<file path="config.mk">
export PLATFORM = sky130hd
export DESIGN_NAME = head_switch_edge_interrupt
export DESIGN_NICKNAME = d
export VERILOG_FILES = /design/src/verilog/hsei_pkg.sv /design/src/verilog/hsei_cfg_if.sv /design/src/verilog/hsei_switch_gen.sv /design/src/verilog/head_switch_edge_interrupt.sv
export SDC_FILE = /design/constraint.sdc
export NUM_CORES = 1
export LEC_CHECK = 0
export BUFFER_PORTS_ARGS = -buffer_cell sky130_fd_sc_hd__buf_2
export CAP_MARGIN = 10
export CORE_MARGIN = 5
export CORE_UTILIZATION = 44
export DETAILED_ROUTE_END_ITERATION = 8
export SETUP_SLACK_MARGIN = 0.3
export SYNTH_ARGS = -nofsm -noshare
export SYNTH_HDL_FRONTEND = slang
export SYNTH_SLANG_ARGS = --single-unit
</file>
<file path="constraint.sdc">
create_clock -name core_clk -period 3.6 [get_ports core_clk]
set_input_delay 0.36 -clock core_clk [delete_from_list [all_inputs] [get_ports core_clk]]
set_output_delay 0.36 -clock core_clk [all_outputs]
set_load 0.05 [all_outputs]
</file>
<file path="src/verilog/hsei_pkg.sv">
// package for the head-switch edge interrupt block
package hsei_pkg;
  // byte offsets on the axi4-lite register bus
  localparam logic [7:0] ADDR_ICR = 8'h00;
  localparam logic [7:0] ADDR_TRIG = 8'h04;
  localparam logic [7:0] ADDR_DDC = 8'h08;
  localparam logic [7:0] ADDR_OPT = 8'h0c;
  localparam logic [7:0] ADDR_ANA = 8'h10;
  localparam logic [7:0] ADDR_DTIME = 8'h14;
  localparam logic [7:0] ADDR_MATCH = 8'h18;
  localparam logic [7:0] ADDR_FGDIV = 8'h1c;
  localparam logic [7:0] ADDR_PSW = 8'h20;
  localparam logic [7:0] ADDR_MEMC = 8'h24;
  localparam logic [7:0] ADDR_EVST = 8'h28;
  localparam logic [7:0] ADDR_EVMASK = 8'h2c;
  localparam logic [7:0] ADDR_STAT = 8'h30;
  // field positions
  localparam int ICR_LVL_HI = 7;
  localparam int ICR_LVL_LO = 6;
  localparam int ICR_EN = 1;
  localparam int ICR_FLAG = 0;
  localparam int TRIG_EDGE = 5;
  localparam int TRIG_SRC = 0;
  localparam int DDC_START = 7;
  localparam int DDC_DIGITAL = 6;
  localparam int OPT_SENS = 7;
  localparam int OPT_PGPOL = 6;
  localparam int OPT_SWPOL = 0;
  localparam int ANA_SRC = 0;
  localparam int MATCH_LEVEL = 16;
  localparam int PSW_MIE = 6;
  localparam int PSW_IM_HI = 5;
  localparam int PSW_IM_LO = 4;
  localparam int MEMC_PERMIT = 2;
  // reset values
  localparam logic [7:0] ICR_RST = 8'hc0;
  localparam logic [7:0] ZERO8_RST = 8'h00;
  localparam logic [15:0] ZERO16_RST = 16'h0000;
  localparam logic [1:0] LVL_DISABLED = 2'h3;
  // timing
  localparam int CLK_MHZ = 50;
  localparam real ACK_HOLD_NS = 20.0;
  localparam int ACK_HOLD_CYC = (int'(ACK_HOLD_NS) * CLK_MHZ + 999) / 1000;
  typedef enum logic [1:0] {DL_IDLE, DL_ARMED, DL_RUN} hsei_dly_t;
endpackage : hsei_pkg

</file>
<file path="src/verilog/hsei_cfg_if.sv">
// configuration bundle from the register file to the switch generator
`timescale 1ns/10ps
interface hsei_cfg_if;
  logic srcSelect;
  logic digitalStart;
  logic digitalDelay;
  logic pulseSrc;
  logic pgPolarity;
  logic swPolarity;
  logic [5:0] startCount;
  logic [15:0] delayTime;
  logic [15:0] matchTime;
  logic storedLevel;
  logic [5:0] fgDivider;
  logic headSwitch;
  modport regs (output srcSelect, digitalStart, digitalDelay, pulseSrc, pgPolarity,
    swPolarity, startCount, delayTime, matchTime, storedLevel, fgDivider,
    input headSwitch);
  modport gen (input srcSelect, digitalStart, digitalDelay, pulseSrc, pgPolarity,
    swPolarity, startCount, delayTime, matchTime, storedLevel, fgDivider,
    output headSwitch);
endinterface : hsei_cfg_if

</file>
<file path="src/verilog/hsei_switch_gen.sv">
// head-switch signal generator: phase delay or counter match
`timescale 1ns/10ps
module hsei_switch_gen
  import hsei_pkg::*;
(
  // clock and reset
  input wire logic core_clk,
  input wire logic srst,
  // servo inputs
  input wire logic [1:0] combinedLevel,
  input wire logic ampPg,
  input wire logic ampFg,
  input wire logic delayPinHigh,
  input wire logic [15:0] freeRunCount,
  // configuration
  hsei_cfg_if.gen cfg,
  // analog delay pin drive
  output logic delayCharge
);
  logic pgRaw, fgRaw, pg, pgPrev, fgPrev, pgEdge, fgEdge;
  logic [5:0] fgCount_reg;
  logic [15:0] delayCount_reg;
  hsei_dly_t state_reg;
  logic startNow, finishNow, hsw_reg;

  // pulse source choice: three-level input encodes pg as 2, fg as 1
  assign pgRaw = cfg.pulseSrc ? ampPg : (combinedLevel == 2'h2);
  assign fgRaw = cfg.pulseSrc ? ampFg : (combinedLevel == 2'h1);
  assign pg = cfg.pgPolarity ? ~pgRaw : pgRaw;
  assign pgEdge = pg & ~pgPrev;
  assign fgEdge = fgRaw & ~fgPrev;

  always_ff @(posedge core_clk) begin
    if (srst) begin
      pgPrev <= 1'b0;
      fgPrev <= 1'b0;
    end else begin
      pgPrev <= pg;
      fgPrev <= fgRaw;
    end
  end

  // fg counter restarts at each pg pulse
  always_ff @(posedge core_clk) begin
    if (srst) begin
      fgCount_reg <= 6'h00;
    end else if (pgEdge) begin
      fgCount_reg <= 6'h00;
    end else if (fgEdge) begin
      if (fgCount_reg == cfg.fgDivider) begin
        fgCount_reg <= 6'h01;
      end else begin
        fgCount_reg <= fgCount_reg + 6'h01;
      end
    end
  end

  // start at count one after pg or after divider match
  // start at programmed count in full digital mode
  always_comb begin
    startNow = 1'b0;
    if (fgEdge && !pgEdge) begin
      if (cfg.digitalStart && cfg.digitalDelay) begin
        startNow = (fgCount_reg + 6'h01) == cfg.startCount;
      end else begin
        startNow = (fgCount_reg == 6'h00) || (fgCount_reg == cfg.fgDivider);
      end
    end
  end

  // analog completes at threshold; digital at count match
  assign finishNow = (state_reg == DL_RUN) &&
    (cfg.digitalDelay ? (delayCount_reg == cfg.delayTime) : delayPinHigh);

  always_ff @(posedge core_clk) begin
    if (srst) begin
      state_reg <= DL_IDLE;
      delayCount_reg <= ZERO16_RST;
    end else begin
      unique case (state_reg)
        DL_IDLE: begin
          if (!cfg.srcSelect) begin
            state_reg <= DL_ARMED;
          end
        end
        DL_ARMED: begin
          delayCount_reg <= ZERO16_RST;
          if (cfg.srcSelect) begin
            state_reg <= DL_IDLE;
          end else if (startNow) begin
            state_reg <= DL_RUN;
          end
        end
        DL_RUN: begin
          delayCount_reg <= delayCount_reg + 16'h0001;
          if (cfg.srcSelect) begin
            state_reg <= DL_IDLE;
          end else if (finishNow) begin
            state_reg <= DL_ARMED;
          end
        end
      endcase
    end
  end

  // charge pin while analog delay runs
  assign delayCharge = (state_reg == DL_RUN) && !cfg.digitalDelay;

  always_ff @(posedge core_clk) begin
    if (srst) begin
      hsw_reg <= 1'b0;
    end else if (cfg.srcSelect) begin
      // stored level driven on counter match
      if (freeRunCount == cfg.matchTime) begin
        hsw_reg <= cfg.storedLevel;
      end
    end else if (pgEdge) begin
      // level after pg sets which edge follows
      hsw_reg <= cfg.swPolarity;
    end else if (finishNow) begin
      hsw_reg <= ~hsw_reg;
    end
  end

  assign cfg.headSwitch = hsw_reg;
endmodule : hsei_switch_gen

</file>
<file path="src/verilog/head_switch_edge_interrupt.sv">
// head-switch both-edge interrupt block with axi4-lite registers
`timescale 1ns/10ps
module head_switch_edge_interrupt
  import hsei_pkg::*;
(
  // clock and reset
  input wire logic core_clk,
  input wire logic srst,
  // axi4-lite slave
  input wire logic [7:0] s_axi_awaddr,
  input wire logic s_axi_awvalid,
  output logic s_axi_awready,
  input wire logic [31:0] s_axi_wdata,
  input wire logic [3:0] s_axi_wstrb,
  input wire logic s_axi_wvalid,
  output logic s_axi_wready,
  output logic [1:0] s_axi_bresp,
  output logic s_axi_bvalid,
  input wire logic s_axi_bready,
  input wire logic [7:0] s_axi_araddr,
  input wire logic s_axi_arvalid,
  output logic s_axi_arready,
  output logic [31:0] s_axi_rdata,
  output logic [1:0] s_axi_rresp,
  output logic s_axi_rvalid,
  input wire logic s_axi_rready,
  // servo inputs
  input wire logic [1:0] combinedLevel,
  input wire logic ampPg,
  input wire logic ampFg,
  input wire logic delayPinHigh,
  input wire logic [15:0] freeRunCount,
  // servo outputs
  output logic delayCharge,
  output logic headSwitch,
  output logic captureStrobe,
  // cpu interrupt acceptance
  output logic irqRequest,
  output logic [1:0] irqLevel,
  input wire logic irqAccept,
  // summary interrupt
  output logic irqOut
);
  hsei_cfg_if cfg ();
  logic [7:0] icr_reg, trig_reg, ddc_reg, opt_reg, ana_reg, psw_reg, memc_reg;
  logic [15:0] dtime_reg, match_reg;
  logic [5:0] fgdiv_reg;
  logic storedLevel_reg;
  logic [1:0] evst_reg, evmask_reg;
  logic hswPrev_reg, rise, fall, swEdge;
  logic [7:0] awaddr_reg;
  logic [31:0] wdata_reg;
  logic [3:0] wstrb_reg;
  logic awHave_reg, wHave_reg, doWrite;
  logic [31:0] rdata_next;
  logic [1:0] levelOk;
  logic admitted;

  hsei_switch_gen u_gen (
    .core_clk(core_clk),
    .srst(srst),
    .combinedLevel(combinedLevel),
    .ampPg(ampPg),
    .ampFg(ampFg),
    .delayPinHigh(delayPinHigh),
    .freeRunCount(freeRunCount),
    .cfg(cfg),
    .delayCharge(delayCharge)
  );

  assign cfg.srcSelect = trig_reg[TRIG_SRC];
  assign cfg.digitalStart = ddc_reg[DDC_START];
  assign cfg.digitalDelay = ddc_reg[DDC_DIGITAL];
  assign cfg.startCount = ddc_reg[5:0];
  assign cfg.pulseSrc = ana_reg[ANA_SRC];
  assign cfg.pgPolarity = opt_reg[OPT_PGPOL];
  assign cfg.swPolarity = opt_reg[OPT_SWPOL];
  assign cfg.delayTime = dtime_reg;
  assign cfg.matchTime = match_reg;
  assign cfg.storedLevel = storedLevel_reg;
  assign cfg.fgDivider = fgdiv_reg;
  assign headSwitch = cfg.headSwitch;

  always_ff @(posedge core_clk) begin
    if (srst) begin
      hswPrev_reg <= 1'b0;
    end else begin
      hswPrev_reg <= cfg.headSwitch;
    end
  end
  assign rise = cfg.headSwitch & ~hswPrev_reg;
  assign fall = ~cfg.headSwitch & hswPrev_reg;
  assign swEdge = rise | fall;

  assign captureStrobe = trig_reg[TRIG_EDGE] ? fall : rise;

  // write channel: address and data taken in either order
  assign s_axi_awready = !awHave_reg && !s_axi_bvalid;
  assign s_axi_wready = !wHave_reg && !s_axi_bvalid;
  assign doWrite = awHave_reg && wHave_reg;

  always_ff @(posedge core_clk) begin
    if (srst) begin
      awHave_reg <= 1'b0;
      wHave_reg <= 1'b0;
      awaddr_reg <= ZERO8_RST;
      wdata_reg <= 32'h0000_0000;
      wstrb_reg <= 4'h0;
      s_axi_bvalid <= 1'b0;
    end else begin
      if (s_axi_awvalid && s_axi_awready) begin
        awHave_reg <= 1'b1;
        awaddr_reg <= s_axi_awaddr;
      end
      if (s_axi_wvalid && s_axi_wready) begin
        wHave_reg <= 1'b1;
        wdata_reg <= s_axi_wdata;
        wstrb_reg <= s_axi_wstrb;
      end
      if (doWrite) begin
        awHave_reg <= 1'b0;
        wHave_reg <= 1'b0;
        s_axi_bvalid <= 1'b1;
      end else if (s_axi_bvalid && s_axi_bready) begin
        s_axi_bvalid <= 1'b0;
      end
    end
  end
  // unmapped writes are ignored but still answered okay
  assign s_axi_bresp = 2'h0;

  // configuration registers, byte lane 0 except the wide ones
  always_ff @(posedge core_clk) begin
    if (srst) begin
      trig_reg <= ZERO8_RST;
      ddc_reg <= ZERO8_RST;
      opt_reg <= ZERO8_RST;
      ana_reg <= ZERO8_RST;
      psw_reg <= ZERO8_RST;
      memc_reg <= ZERO8_RST;
      dtime_reg <= ZERO16_RST;
      match_reg <= ZERO16_RST;
      fgdiv_reg <= 6'h00;
      storedLevel_reg <= 1'b0;
      evmask_reg <= 2'h0;
    end else if (doWrite) begin
      if (wstrb_reg[0]) begin
        unique case (awaddr_reg)
          ADDR_TRIG: trig_reg <= wdata_reg[7:0];
          ADDR_DDC: ddc_reg <= wdata_reg[7:0];
          ADDR_OPT: opt_reg <= wdata_reg[7:0];
          ADDR_ANA: ana_reg <= wdata_reg[7:0];
          ADDR_PSW: psw_reg <= wdata_reg[7:0];
          ADDR_MEMC: memc_reg <= wdata_reg[7:0];
          ADDR_FGDIV: fgdiv_reg <= wdata_reg[5:0];
          ADDR_EVMASK: evmask_reg <= wdata_reg[1:0];
          ADDR_DTIME: dtime_reg[7:0] <= wdata_reg[7:0];
          ADDR_MATCH: match_reg[7:0] <= wdata_reg[7:0];
          default: ;
        endcase
      end
      if (wstrb_reg[1]) begin
        if (awaddr_reg == ADDR_DTIME) dtime_reg[15:8] <= wdata_reg[15:8];
        if (awaddr_reg == ADDR_MATCH) match_reg[15:8] <= wdata_reg[15:8];
      end
      if (wstrb_reg[2] && awaddr_reg == ADDR_MATCH) begin
        storedLevel_reg <= wdata_reg[MATCH_LEVEL];
      end
    end
  end

  // level field and enable are plain writes; flag needs the permit
  always_ff @(posedge core_clk) begin
    if (srst) begin
      icr_reg <= ICR_RST;
    end else begin
      if (doWrite && wstrb_reg[0] && awaddr_reg == ADDR_ICR) begin
        icr_reg[7:1] <= wdata_reg[7:1];
        // flag writable only while the permit bit is set
        if (memc_reg[MEMC_PERMIT]) begin
          icr_reg[ICR_FLAG] <= wdata_reg[ICR_FLAG];
        end
      end
      // clear on acceptance, edge event wins over the clear
      if (irqAccept) begin
        icr_reg[ICR_FLAG] <= 1'b0;
      end
      if (swEdge) begin
        icr_reg[ICR_FLAG] <= 1'b1;
      end
    end
  end

  // level 3 disables; mask admits levels below the mask value
  assign irqLevel = icr_reg[ICR_LVL_HI:ICR_LVL_LO];
  assign levelOk = psw_reg[PSW_IM_HI:PSW_IM_LO];
  assign admitted = psw_reg[PSW_MIE] && (irqLevel != LVL_DISABLED) && (irqLevel < levelOk);
  assign irqRequest = icr_reg[ICR_FLAG] && icr_reg[ICR_EN] && admitted;

  // sticky event status: bit0 rise, bit1 fall, write one to clear
  always_ff @(posedge core_clk) begin
    if (srst) begin
      evst_reg <= 2'h0;
    end else begin
      if (doWrite && wstrb_reg[0] && awaddr_reg == ADDR_EVST) begin
        evst_reg <= evst_reg & ~wdata_reg[1:0];
      end
      if (rise) evst_reg[0] <= 1'b1;
      if (fall) evst_reg[1] <= 1'b1;
    end
  end
  assign irqOut = |(evst_reg & evmask_reg);

  // read channel: one cycle after address is taken
  assign s_axi_arready = !s_axi_rvalid;
  assign s_axi_rresp = 2'h0;

  always_comb begin
    rdata_next = 32'h0000_0000;
    unique case (s_axi_araddr)
      ADDR_ICR: rdata_next[7:0] = icr_reg;
      ADDR_TRIG: rdata_next[7:0] = trig_reg;
      ADDR_DDC: rdata_next[7:0] = ddc_reg;
      ADDR_OPT: rdata_next[7:0] = opt_reg;
      ADDR_ANA: rdata_next[7:0] = ana_reg;
      ADDR_DTIME: rdata_next[15:0] = dtime_reg;
      ADDR_MATCH: rdata_next[16:0] = {storedLevel_reg, match_reg};
      ADDR_FGDIV: rdata_next[5:0] = fgdiv_reg;
      ADDR_PSW: rdata_next[7:0] = psw_reg;
      ADDR_MEMC: rdata_next[7:0] = memc_reg;
      ADDR_EVST: rdata_next[1:0] = evst_reg;
      ADDR_EVMASK: rdata_next[1:0] = evmask_reg;
      ADDR_STAT: rdata_next[2:0] = {delayCharge, irqRequest, cfg.headSwitch};
      default: rdata_next = 32'h0000_0000;
    endcase
  end

  always_ff @(posedge core_clk) begin
    if (srst) begin
      s_axi_rvalid <= 1'b0;
      s_axi_rdata <= 32'h0000_0000;
    end else if (s_axi_arvalid && s_axi_arready) begin
      s_axi_rvalid <= 1'b1;
      s_axi_rdata <= rdata_next;
    end else if (s_axi_rvalid && s_axi_rready) begin
      s_axi_rvalid <= 1'b0;
    end
  end
endmodule : head_switch_edge_interrupt

</file>
Yosys cells after proc, flatten, opt, wreduce, memory -nomap -nowiden

Cells that the tools add are included.
W data, S select, Z words.

Register bits after elaboration: 176
Input port bits: 81
Output and inout port bits: 48
Word-level logic and storage cells: 178

$add $sub $neg: 2
Order comparisons: 1
Equality and inequality tests: 36
Muxes and demuxes: 36
Bitwise operators: 13
Reductions and logical operators: 58

Operator list:

| kind                    | number |
|---|---|
| $eq A8 B6 Y1 const B    | 9 |
| $eq A8 B5 Y1 const B    | 8 |
| $reduce_and A3 Y1       | 13 |
| $eq A16 B16 Y1          | 2 |
| $eq A8 B4 Y1 const B    | 4 |
| $pmux W16 S2            | 1 |
| $pmux W3 S10            | 1 |
| $pmux W2 S13            | 1 |
| $mux W1                 | 22 |
| $logic_and A1 B1 Y1     | 20 |
| $pmux W2 S9             | 1 |
| $add A16 B1 Y16 const B | 1 |
| $eq A8 B3 Y1 const B    | 2 |
| $logic_not A8 Y1        | 2 |
| $pmux W8 S2             | 1 |
| $eq A6 B6 Y1            | 2 |
| $mux W2                 | 6 |
| $pmux W1 S11            | 1 |
| $reduce_bool A2 Y1      | 5 |
| $reduce_bool A3 Y1      | 3 |
| $add A6 B1 Y6 const B   | 1 |
| $logic_not A1 Y1        | 6 |
| $logic_not A6 Y1        | 1 |
| $mux W6                 | 1 |
| other kinds (16)        | 32 |

Depth between registers and ports, before layout

Gate-level depths: netlist of run 1.

Depth after elaboration: 11
Mapped depth: 8
Depth with buffers taken out: 8

Cells and area by module

Synthesis of run 1 repeated with hierarchy kept, for this count alone.

Cell total of the unflattened synthesis: 999
Area, all modules: 8648.3 sq um

By module, submodules not included:

| module                     | times used | cells each | area an instance (sq um) | seq. area each (sq um) |
|---|---|---|---|---|
| head_switch_edge_interrupt | 1          | 767        | 6737.7                   | 2982.9 |
| hsei_switch_gen            | 1          | 232        | 1910.6                   | 540.5 |

Worst setup path before layout of run 1

OpenSTA, ideal clock, no wires.

Path kind: reg2reg
From: register u_gen.state_reg[0]
To: register s_axi_rdata[2]
Library setup time: 0.091 ns
Data arrival time: 1.955 ns
Data required time: 3.509 ns
Slack: 1.554 ns
Stages on the path, launching flop included: 9
Path buffers: 0
Period minus slack after synthesis: 2.046 ns
Path through: dfxtp_1 -> inv_1 -> ha_1 -> inv_1 -> nor2_1 -> mux2i_1 -> nor4_1 -> a31oi_1 -> a311oi_1

Longest elaborated chain between the ends: 3

RTL lines:

| element                  | RTL line                          | text |
|---|---|---|
| start: declaration       | hsei_switch_gen.sv:23             | `hsei_dly_t state_reg;` |
| start signal: assignment | hsei_switch_gen.sv:77             | `state_reg <= DL_IDLE;` |
| start signal: assignment | hsei_switch_gen.sv:83             | `state_reg <= DL_ARMED;` |
| start signal: assignment | hsei_switch_gen.sv:89             | `state_reg <= DL_IDLE;` |
| $eq A2 B2 Y1             | hsei_switch_gen.sv:107            | `assign delayCharge = (state_reg == DL_RUN) && !cfg.digitalDelay;` |
| $logic_and A1 B1 Y1      | hsei_switch_gen.sv:107            |  |
| named net delayCharge    | head_switch_edge_interrupt.sv:34  | `output logic delayCharge,` |
| $pmux W1 S11             | head_switch_edge_interrupt.sv:220 | `unique case (s_axi_araddr)` |
| end signal: assignment   | head_switch_edge_interrupt.sv:244 | `s_axi_rdata <= rdata_next;` |
| end: declaration         | head_switch_edge_interrupt.sv:23  | `output logic [31:0] s_axi_rdata,` |

The timed path passes the listed nets, and every way through them passes these cells.
A chain may end at the register's enable or synchronous reset.

Worst setup path after layout of run 1

From: register icr_reg[7]
To: output port irqRequest

Longest elaborated chain between the ends: 4
Elaborated cells between the ends (all ways): 5
Those cells by class: 1 x order compare; 1 x eq/ne; 3 x reduce/logical

RTL lines:

| element                          | RTL line                          | text |
|---|---|---|
| start: declaration               | head_switch_edge_interrupt.sv:45  | `logic [7:0] icr_reg, trig_reg, ddc_reg, opt_reg, ana_reg, psw_reg, memc_reg;` |
| start signal: assignment         | head_switch_edge_interrupt.sv:178 | `icr_reg[7:1] <= wdata_reg[7:1];` |
| start signal: indexed assignment | head_switch_edge_interrupt.sv:181 | `icr_reg[ICR_FLAG] <= wdata_reg[ICR_FLAG];` |
| $ne A2 B2 Y1                     | head_switch_edge_interrupt.sv:197 | `assign admitted = psw_reg[PSW_MIE] && (irqLevel != LVL_DISABLED) && (irqLevel < levelOk);` |
| $logic_and A1 B1 Y1              | head_switch_edge_interrupt.sv:197 |  |
| $logic_and A1 B1 Y1 *            | head_switch_edge_interrupt.sv:197 |  |
| $logic_and A1 B1 Y1 *            | head_switch_edge_interrupt.sv:198 | `assign irqRequest = icr_reg[ICR_FLAG] && icr_reg[ICR_EN] && admitted;` |
| end: declaration                 | head_switch_edge_interrupt.sv:38  | `output logic irqRequest,` |

Mark *: on every way between the ends. The rest lies on a longest branch, timed or not.

==> out/qor.yml, run 1 <==
outcome:
  status: "completed"
worst_setup_path:
  cp_data_arrival_time_ns: 1.94
  startpoint_type: "flip-flop"
  required_ns: 3.24
  reg2reg_to: "icr_reg[0]"
  end_kind: "output pin"
  crit_type: "flip-flop to output pin"
  r2r_cells: 6
  path_max_fanout: 5
  ff2ff_setup_slack_ns: 1.42
  r2r_start: "awaddr_reg[0]"
floorplanning:
  core_um2: 19300
  fp.dieH_um: 150
  rows: 51
  die_area_um2: 22400
  die_w_um: 150
  ios: 129
  start_util: 0.443
synthesis:
  synth_cells: 999
  syn_area_per_cell_um2: 8.58
  syn_area_um2: 8570
  synth_edf_count: 0
  synth-seq-cells: 176
  synth_cell_types: 69
  ys_warn_count: 0
  seq_area_frac_synth: 0.411
  synth_top_flop_cell: "dfxtp_1"
  synthArstFlopShare: 0
min_path:
  hp-class: "input pin to flip-flop"
  min-delay-start: "s_axi_rready"
  min_path_cells: 2
  hold_path_end: "s_axi_rvalid"
grt:
  grt.total_usage: 0.217
  first_global_vias: 6714
  grt_overflow: 0
  grt_pass1_wl_mm: 37.5
  grt_max_degree: 115
  antenna_found_initial: 0
timing:
  fin_crit_ns: 2.30
  period_share: 0.638
  setup_tns_ns: 0
  finalHoldViolCount: 0
  timing.final.ws_setup_ns: 1.30
  grt_setup_unrepaired: "false"
  tightest_slew_ns: 0.796
  slew_headroom: 0.470
  holdWs_ns: 0.0986
  slew_violations: 0
  setup_viol: 0
  clock_skew_ns: 0.00966
  fmax_mhz: 436
drt:
  wire_per_inst_um: 18.2
  num_vias: 7122
  drc: 0
  ant_nets: 0
  firstDrtPassIters: 4
  viasPerCell: 5.34
  drtIter0Drc: 403
  routed_wl_mm: 24.3
layout:
  area_growth_pct: 13.3
  antennaDiodeCount: 0
  final_nets: 1146
  final_common_cell: "dfxtp_1"
  drive_gt1_frac: 0.147
  fill_cells: 1890
  final_cell_mix: "dfxtp_1 (176), nor2_1 (136), nand2_1 (120)"
  fin_util: 0.502
placed_design:
  gp_congestion: 0.958
  dp_slack_ns: 1.13
  port_buffers: 93
  place_hpwl_mm: 17.3
flow_run:
  max-cap-violations: 0
clock_network:
  clk_latency_ns: 0.43
  tritoncts: "yes"
  cts_hold_buf: 0
  numCtsBuffers: 17
  postCtsSetupBuffers: 0
  clkTransAtPathRegs_ns: 0.07
  ctsResizeCount: 0
  numClockSinks: 176
  ctsHtreeMaxLevel: 4
  cts_root_buffer: "clkbuf_16"
  clk_path_buf_depth: 2
power_and_ir_drop:
  powerDensity_nw_per_um2: 458
  finalPower_mw: 4.45
  ir_drop_v: 0.000297
  p_leak_nw: 3.54
## cell families (layout without fill, tap and decap cells)
kind of cell | Yosys count | after routing | synth area share
buffers and inverters | 89 | 141 | 0.0490
DFF | 176 | 176 | 0.411
muxes | 93 | 93 | 0.112
and+or+nand+nor | 387 | 387 | 0.216
adders and majority gates | 9 | 9 | 0.0131
xor gates and xnor gates | 58 | 58 | 0.0610
AOI/OAI and AO/OA | 186 | 186 | 0.137
other | 1 | 19 | 0.000437
## layer usage
layer | global-route usage | wire length, um | up-vias
met4 | 0.0686 | 449 | 0
met2 | 0.349 | 11500 | 156
met5 | 0 | 0 | -
li1 | - | - | 3551
met1 | 0.297 | 11300 | 3384
met3 | 0.0385 | 1150 | 31
## worst max-delay path by stage
stage | endpoint | slack (ns) | startpoint
global route | irqRequest | 1.24 | icr_reg[7]
finish | irqRequest | 1.30 | icr_reg[7]
CTS | irqRequest | 1.30 | icr_reg[7]
detailed placement | s_axi_rdata[8] | 1.13 | s_axi_araddr[4]
global placement | s_axi_rdata[0] | 1.17 | s_axi_araddr[4]
floorplan | s_axi_rdata[2] | 1.55 | u_gen.state_reg[0]
## worst max-delay path, cell delays in order, from the launching register on
cell     delay, ns
dfxtp_1       0.46
ha_1          0.29
nor2b_1       0.13
o22ai_1       0.18
and2_1        0.18
buf_2         0.26
## per-stage QoR
step                      std cells  instance area, um^2
after global placement         1302                 9100
after detailed placement       1302                 9100
after global routing           1334                 9710
after floorplan                1017                 8640
final                          1334                 9710
after CTS                      1334                 9710
## area by class of cell
cell class	instances	area (um^2)	area share
Multi-Input combinational cell	752	4700	0.484
Sequential cell	176	3520	0.363
Timing Repair Buffer	96	503	0.0518
Clock buffer	18	439	0.0452
Tap cell	265	332	0.0341
Clock inverter	14	170	0.0175
Inverter	13	48.8	0.00502
## power breakdown
part,total (mW),switching [mW],internal (mW)
clock network,1.91,0.843,1.07
logic,0.468,0.324,0.144
registers,2.07,0.0743,2.00
total,4.45,1.24,3.21
## cell usage after synthesis (all sizes together), types with 4 or more instances
master / count / area share
mux2i: 85 / 0.099
nand2b: 10 / 0.0073
buf: 29 / 0.023
nor4: 9 / 0.010
ha: 9 / 0.013
xor2: 26 / 0.027
nor3: 22 / 0.013
a21oi: 76 / 0.044
mux2: 6 / 0.0079
a22oi: 10 / 0.0088
and2: 7 / 0.0051
nor2: 145 / 0.069
dfxtp: 176 / 0.41
or3: 8 / 0.0058
o21ai: 37 / 0.022
and3: 8 / 0.0058
nor2b: 10 / 0.0073
inv: 13 / 0.0057
clkbuf: 47 / 0.021
a221oi: 10 / 0.010
nand2: 121 / 0.053
o211ai: 4 / 0.0035
nand3b: 8 / 0.0070
nand3: 14 / 0.0082
nand4: 13 / 0.0095
a31oi: 5 / 0.0036
xnor2: 31 / 0.032
a22o: 4 / 0.0041
(Power assumes the default switching activity.)
==> inputs of run 2 (changes only) <==
--- a/config.mk
+++ b/config.mk
@@ -10,6 +10,7 @@
 export CORE_MARGIN = 5
 export CORE_UTILIZATION = 44
 export DETAILED_ROUTE_END_ITERATION = 8
+export PLACE_DENSITY = 0.67
 export SETUP_SLACK_MARGIN = 0.3
 export SYNTH_ARGS = -nofsm -noshare
 export SYNTH_HDL_FRONTEND = slang
==> constraint.sdc (replaced) <==
create_clock -name core_clk -period 2.1 [get_ports core_clk]
set_input_delay 0.21 -clock core_clk [delete_from_list [all_inputs] [get_ports core_clk]]
set_output_delay 0.21 -clock core_clk [all_outputs]
set_load 0.05 [all_outputs]
==> run 2 against run 1 <==
- clock skew is 0.0065 ns higher
- combinational power is 110% higher
- cell count is 6.2% higher
- power is 72% higher
- routed wire length is 4.5% higher
- die area stayed put
==> out/qor.yml, run 2 (synthesis results as in run 1) <==
drt:
  firstDrtPassIters: 6  # was 4
  wire_per_inst_um: 17.9  # was 18.2 um
  num_vias: 7524  # was 7122
  drtIter0Drc: 783  # was 403
  viasPerCell: 5.31  # was 5.34
  ant_nets: 0  # unchanged
  drc: 0  # unchanged
  routed_wl_mm: 25.4  # was 24.3 mm
layout:
  antennaDiodeCount: 0  # unchanged
  final_nets: 1229  # was 1146
  area_growth_pct: 25.5  # was 13.3%
  finalInstanceArea_um2: 10800  # was 9710 um^2
  final_cell_mix: "dfxtp_1 (154), nor2_1 (130), nand2_1 (118)"  # was dfxtp_1 (176), nor2_1 (136), nand2_1 (120)
  drive_gt1_frac: 0.243  # was 0.147
  final_common_cell: "dfxtp_1"  # unchanged
timing:
  setup_viol: 0  # unchanged
  fmax_mhz: 531
  fin_crit_ns: 1.88
  finalHoldViolCount: 0  # unchanged
  holdWs_ns: 0.00831  # was 0.0986 ns
  slew_headroom: 0.477  # was 0.470
  setup_tns_ns: 0  # unchanged
  tightest_slew_ns: 0.783  # was 0.796 ns
  period_share: 0.897
  clock_skew_ns: 0.0161  # was 0.00966 ns
  slew_violations: 0  # unchanged
  grt_setup_unrepaired: "true"  # was false
worst_setup_path:
  required_ns: 1.89  # was 3.24 ns
  cp_slowest_stage_delay_ns: 0.35  # was 0.46 ns
  crit_type: "flip-flop to output pin"  # unchanged
  path_cells: "inv_2 > ha_4 > nor2b_4 > o22ai_4 > and2_4 > buf_8"  # was ha_1 > nor2b_1 > o22ai_1 > and2_1 > buf_2
  startpoint_type: "flip-flop"  # unchanged
  end_kind: "output pin"  # unchanged
  cp_top_family: "flip-flops"  # unchanged
  cp_data_arrival_time_ns: 1.67  # was 1.94 ns
  ff2ff_setup_slack_ns: 0.25  # was 1.42 ns
  path_buf_inv: 2  # was 1
  cpMaxStageDelayCell: "dfxtp_2"  # was dfxtp_1
  path_max_fanout: 3  # was 5
clock_network:
  numClockSinks: 176  # unchanged
  clk_path_buf_depth: 2  # unchanged
  numCtsBuffers: 17  # unchanged
  ctsHtreeMaxLevel: 4  # unchanged
  cts_root_buffer: "clkbuf_16"  # unchanged
  tritoncts: "yes"  # unchanged
  clk_latency_ns: 0.44  # was 0.43 ns
  clkTransAtPathRegs_ns: 0.07  # about the same
power_and_ir_drop:
  p_leak_nw: 4.04  # was 3.54 nW
  ir_drop_v: 0.000528  # was 0.000297 V
  powerDensity_nw_per_um2: 712  # was 458 nW/um^2
min_path:
  hp-class: "input pin to flip-flop"  # unchanged
floorplanning:
  die_w_um: 150  # unchanged
  die_area_um2: 22400  # unchanged
  rows: 51  # unchanged
  core_um2: 19300  # unchanged
  fp.dieH_um: 150  # unchanged
  ios: 129  # unchanged
  start_util: 0.443  # unchanged
placed_design:
  place_hpwl_mm: 18.3  # was 17.3 mm
  gp_congestion: 0.937  # was 0.958
  dpl-instance-area_um2: 9560  # was 9100 um^2
  port_buffers: 93  # unchanged
grt:
  grt.total_usage: 0.224  # was 0.217
  grt_overflow: 0  # unchanged
  first_global_vias: 7024  # was 6714
  antenna_found_initial: 0  # unchanged
  grt_max_degree: 125  # was 115
  grt_pass1_wl_mm: 39.0  # was 37.5 mm
outcome:
  status: "completed"  # unchanged
flow_run:
  max-cap-violations: 0  # unchanged
==> run 2: cell count changes in the layout (fill, tap and decap cells not counted), moves of 6 or more <==
| cell | delta |
|---|---|
| nor2_4 | +6 |
| dfxtp_2 | +19 |
| buf_6 | +10 |
| buf_4 | +55 |
| dlygate4sd3_1 | +11 |
| nor2_1 | -6 |
| buf_12 | +7 |
| dfxtp_1 | -22 |
==> run 2: metal layers <==
layer / track usage / wire [um] / vias up
li1: - / - / 3731
met1: 0.300 / 11000 / 3527
met2: 0.369 / 12300 / 233
met3: 0.0394 / 1560 / 33
met4: 0.0659 / 508 / 0
met5: 0 / 0 / -
==> run 2: layout make-up <==
| class | instances | area [um^2] |
|---|---|---|
| Inverter | 13 | 48.8 |
| Multi-Input combinational cell | 752 | 4910 |
| Timing Repair Buffer | 179 | 1320 |
| Clock buffer | 17 | 425 |
| Clock inverter | 15 | 165 |
| Fill cell | 1792 | 8570 |
| Tap cell | 265 | 332 |
| Sequential cell | 176 | 3560 |
==> run 2: what timing repair did <==
action	in CTS	in global routing
pin swaps	13	17
hold endpoints to repair	11	0
endpoints found under the setup margin	79	59
resized for setup	43	42
buffers inserted	7	9
hold buffers	11	0
gates cloned	0	1
==> run 2: final timing paths <==
| check | start | to | cells past startpoint |
|---|---|---|---|
| min reg2reg | s_axi_rdata[6] | s_axi_rdata[6] | 2 |
| max reg2reg | ana_reg[0] | u_gen.state_reg[0] | 7 |
| max | psw_reg[5] | irqRequest | 6 |
| min | s_axi_awaddr[6] | awaddr_reg[6] | 3 |
==> run 2: through the flow <==
| step | util | cells | setup slack, ns | power (mW) |
|---|---|---|---|---|
| finish | 0.557 | 1417 | 0.216 | 7.66 |
| global route | 0.557 | 1417 | 0.149 | 7.92 |
| detailed placement | 0.495 | 1357 | 0.124 | 4.49 |
| floorplan | - | 1017 | 0.273 | 4.21 |
| global placement | 0.495 | 1357 | 0.112 | 4.48 |
| CTS | 0.544 | 1407 | 0.222 | 7.64 |
==> run 2: worst reg2reg max path: stages (launching register included) <==
cell	delay (ns)
dfxtp_2	0.33
or3b_4	0.38
a2111oi_4	0.29
buf_4	0.19
nor2_1	0.05
o21a_1	0.13
o211ai_1	0.20
mux2i_1	0.20
==> run 2: where the power goes <==
part | total, mW | leakage [nW] | switching, mW | internal, mW
combinational | 0.961 | 2.32 | 0.602 | 0.358
clock | 3.15 | 0.281 | 1.55 | 1.60
sequential | 3.55 | 1.44 | 0.127 | 3.42
total | 7.66 | 4.04 | 2.28 | 5.38
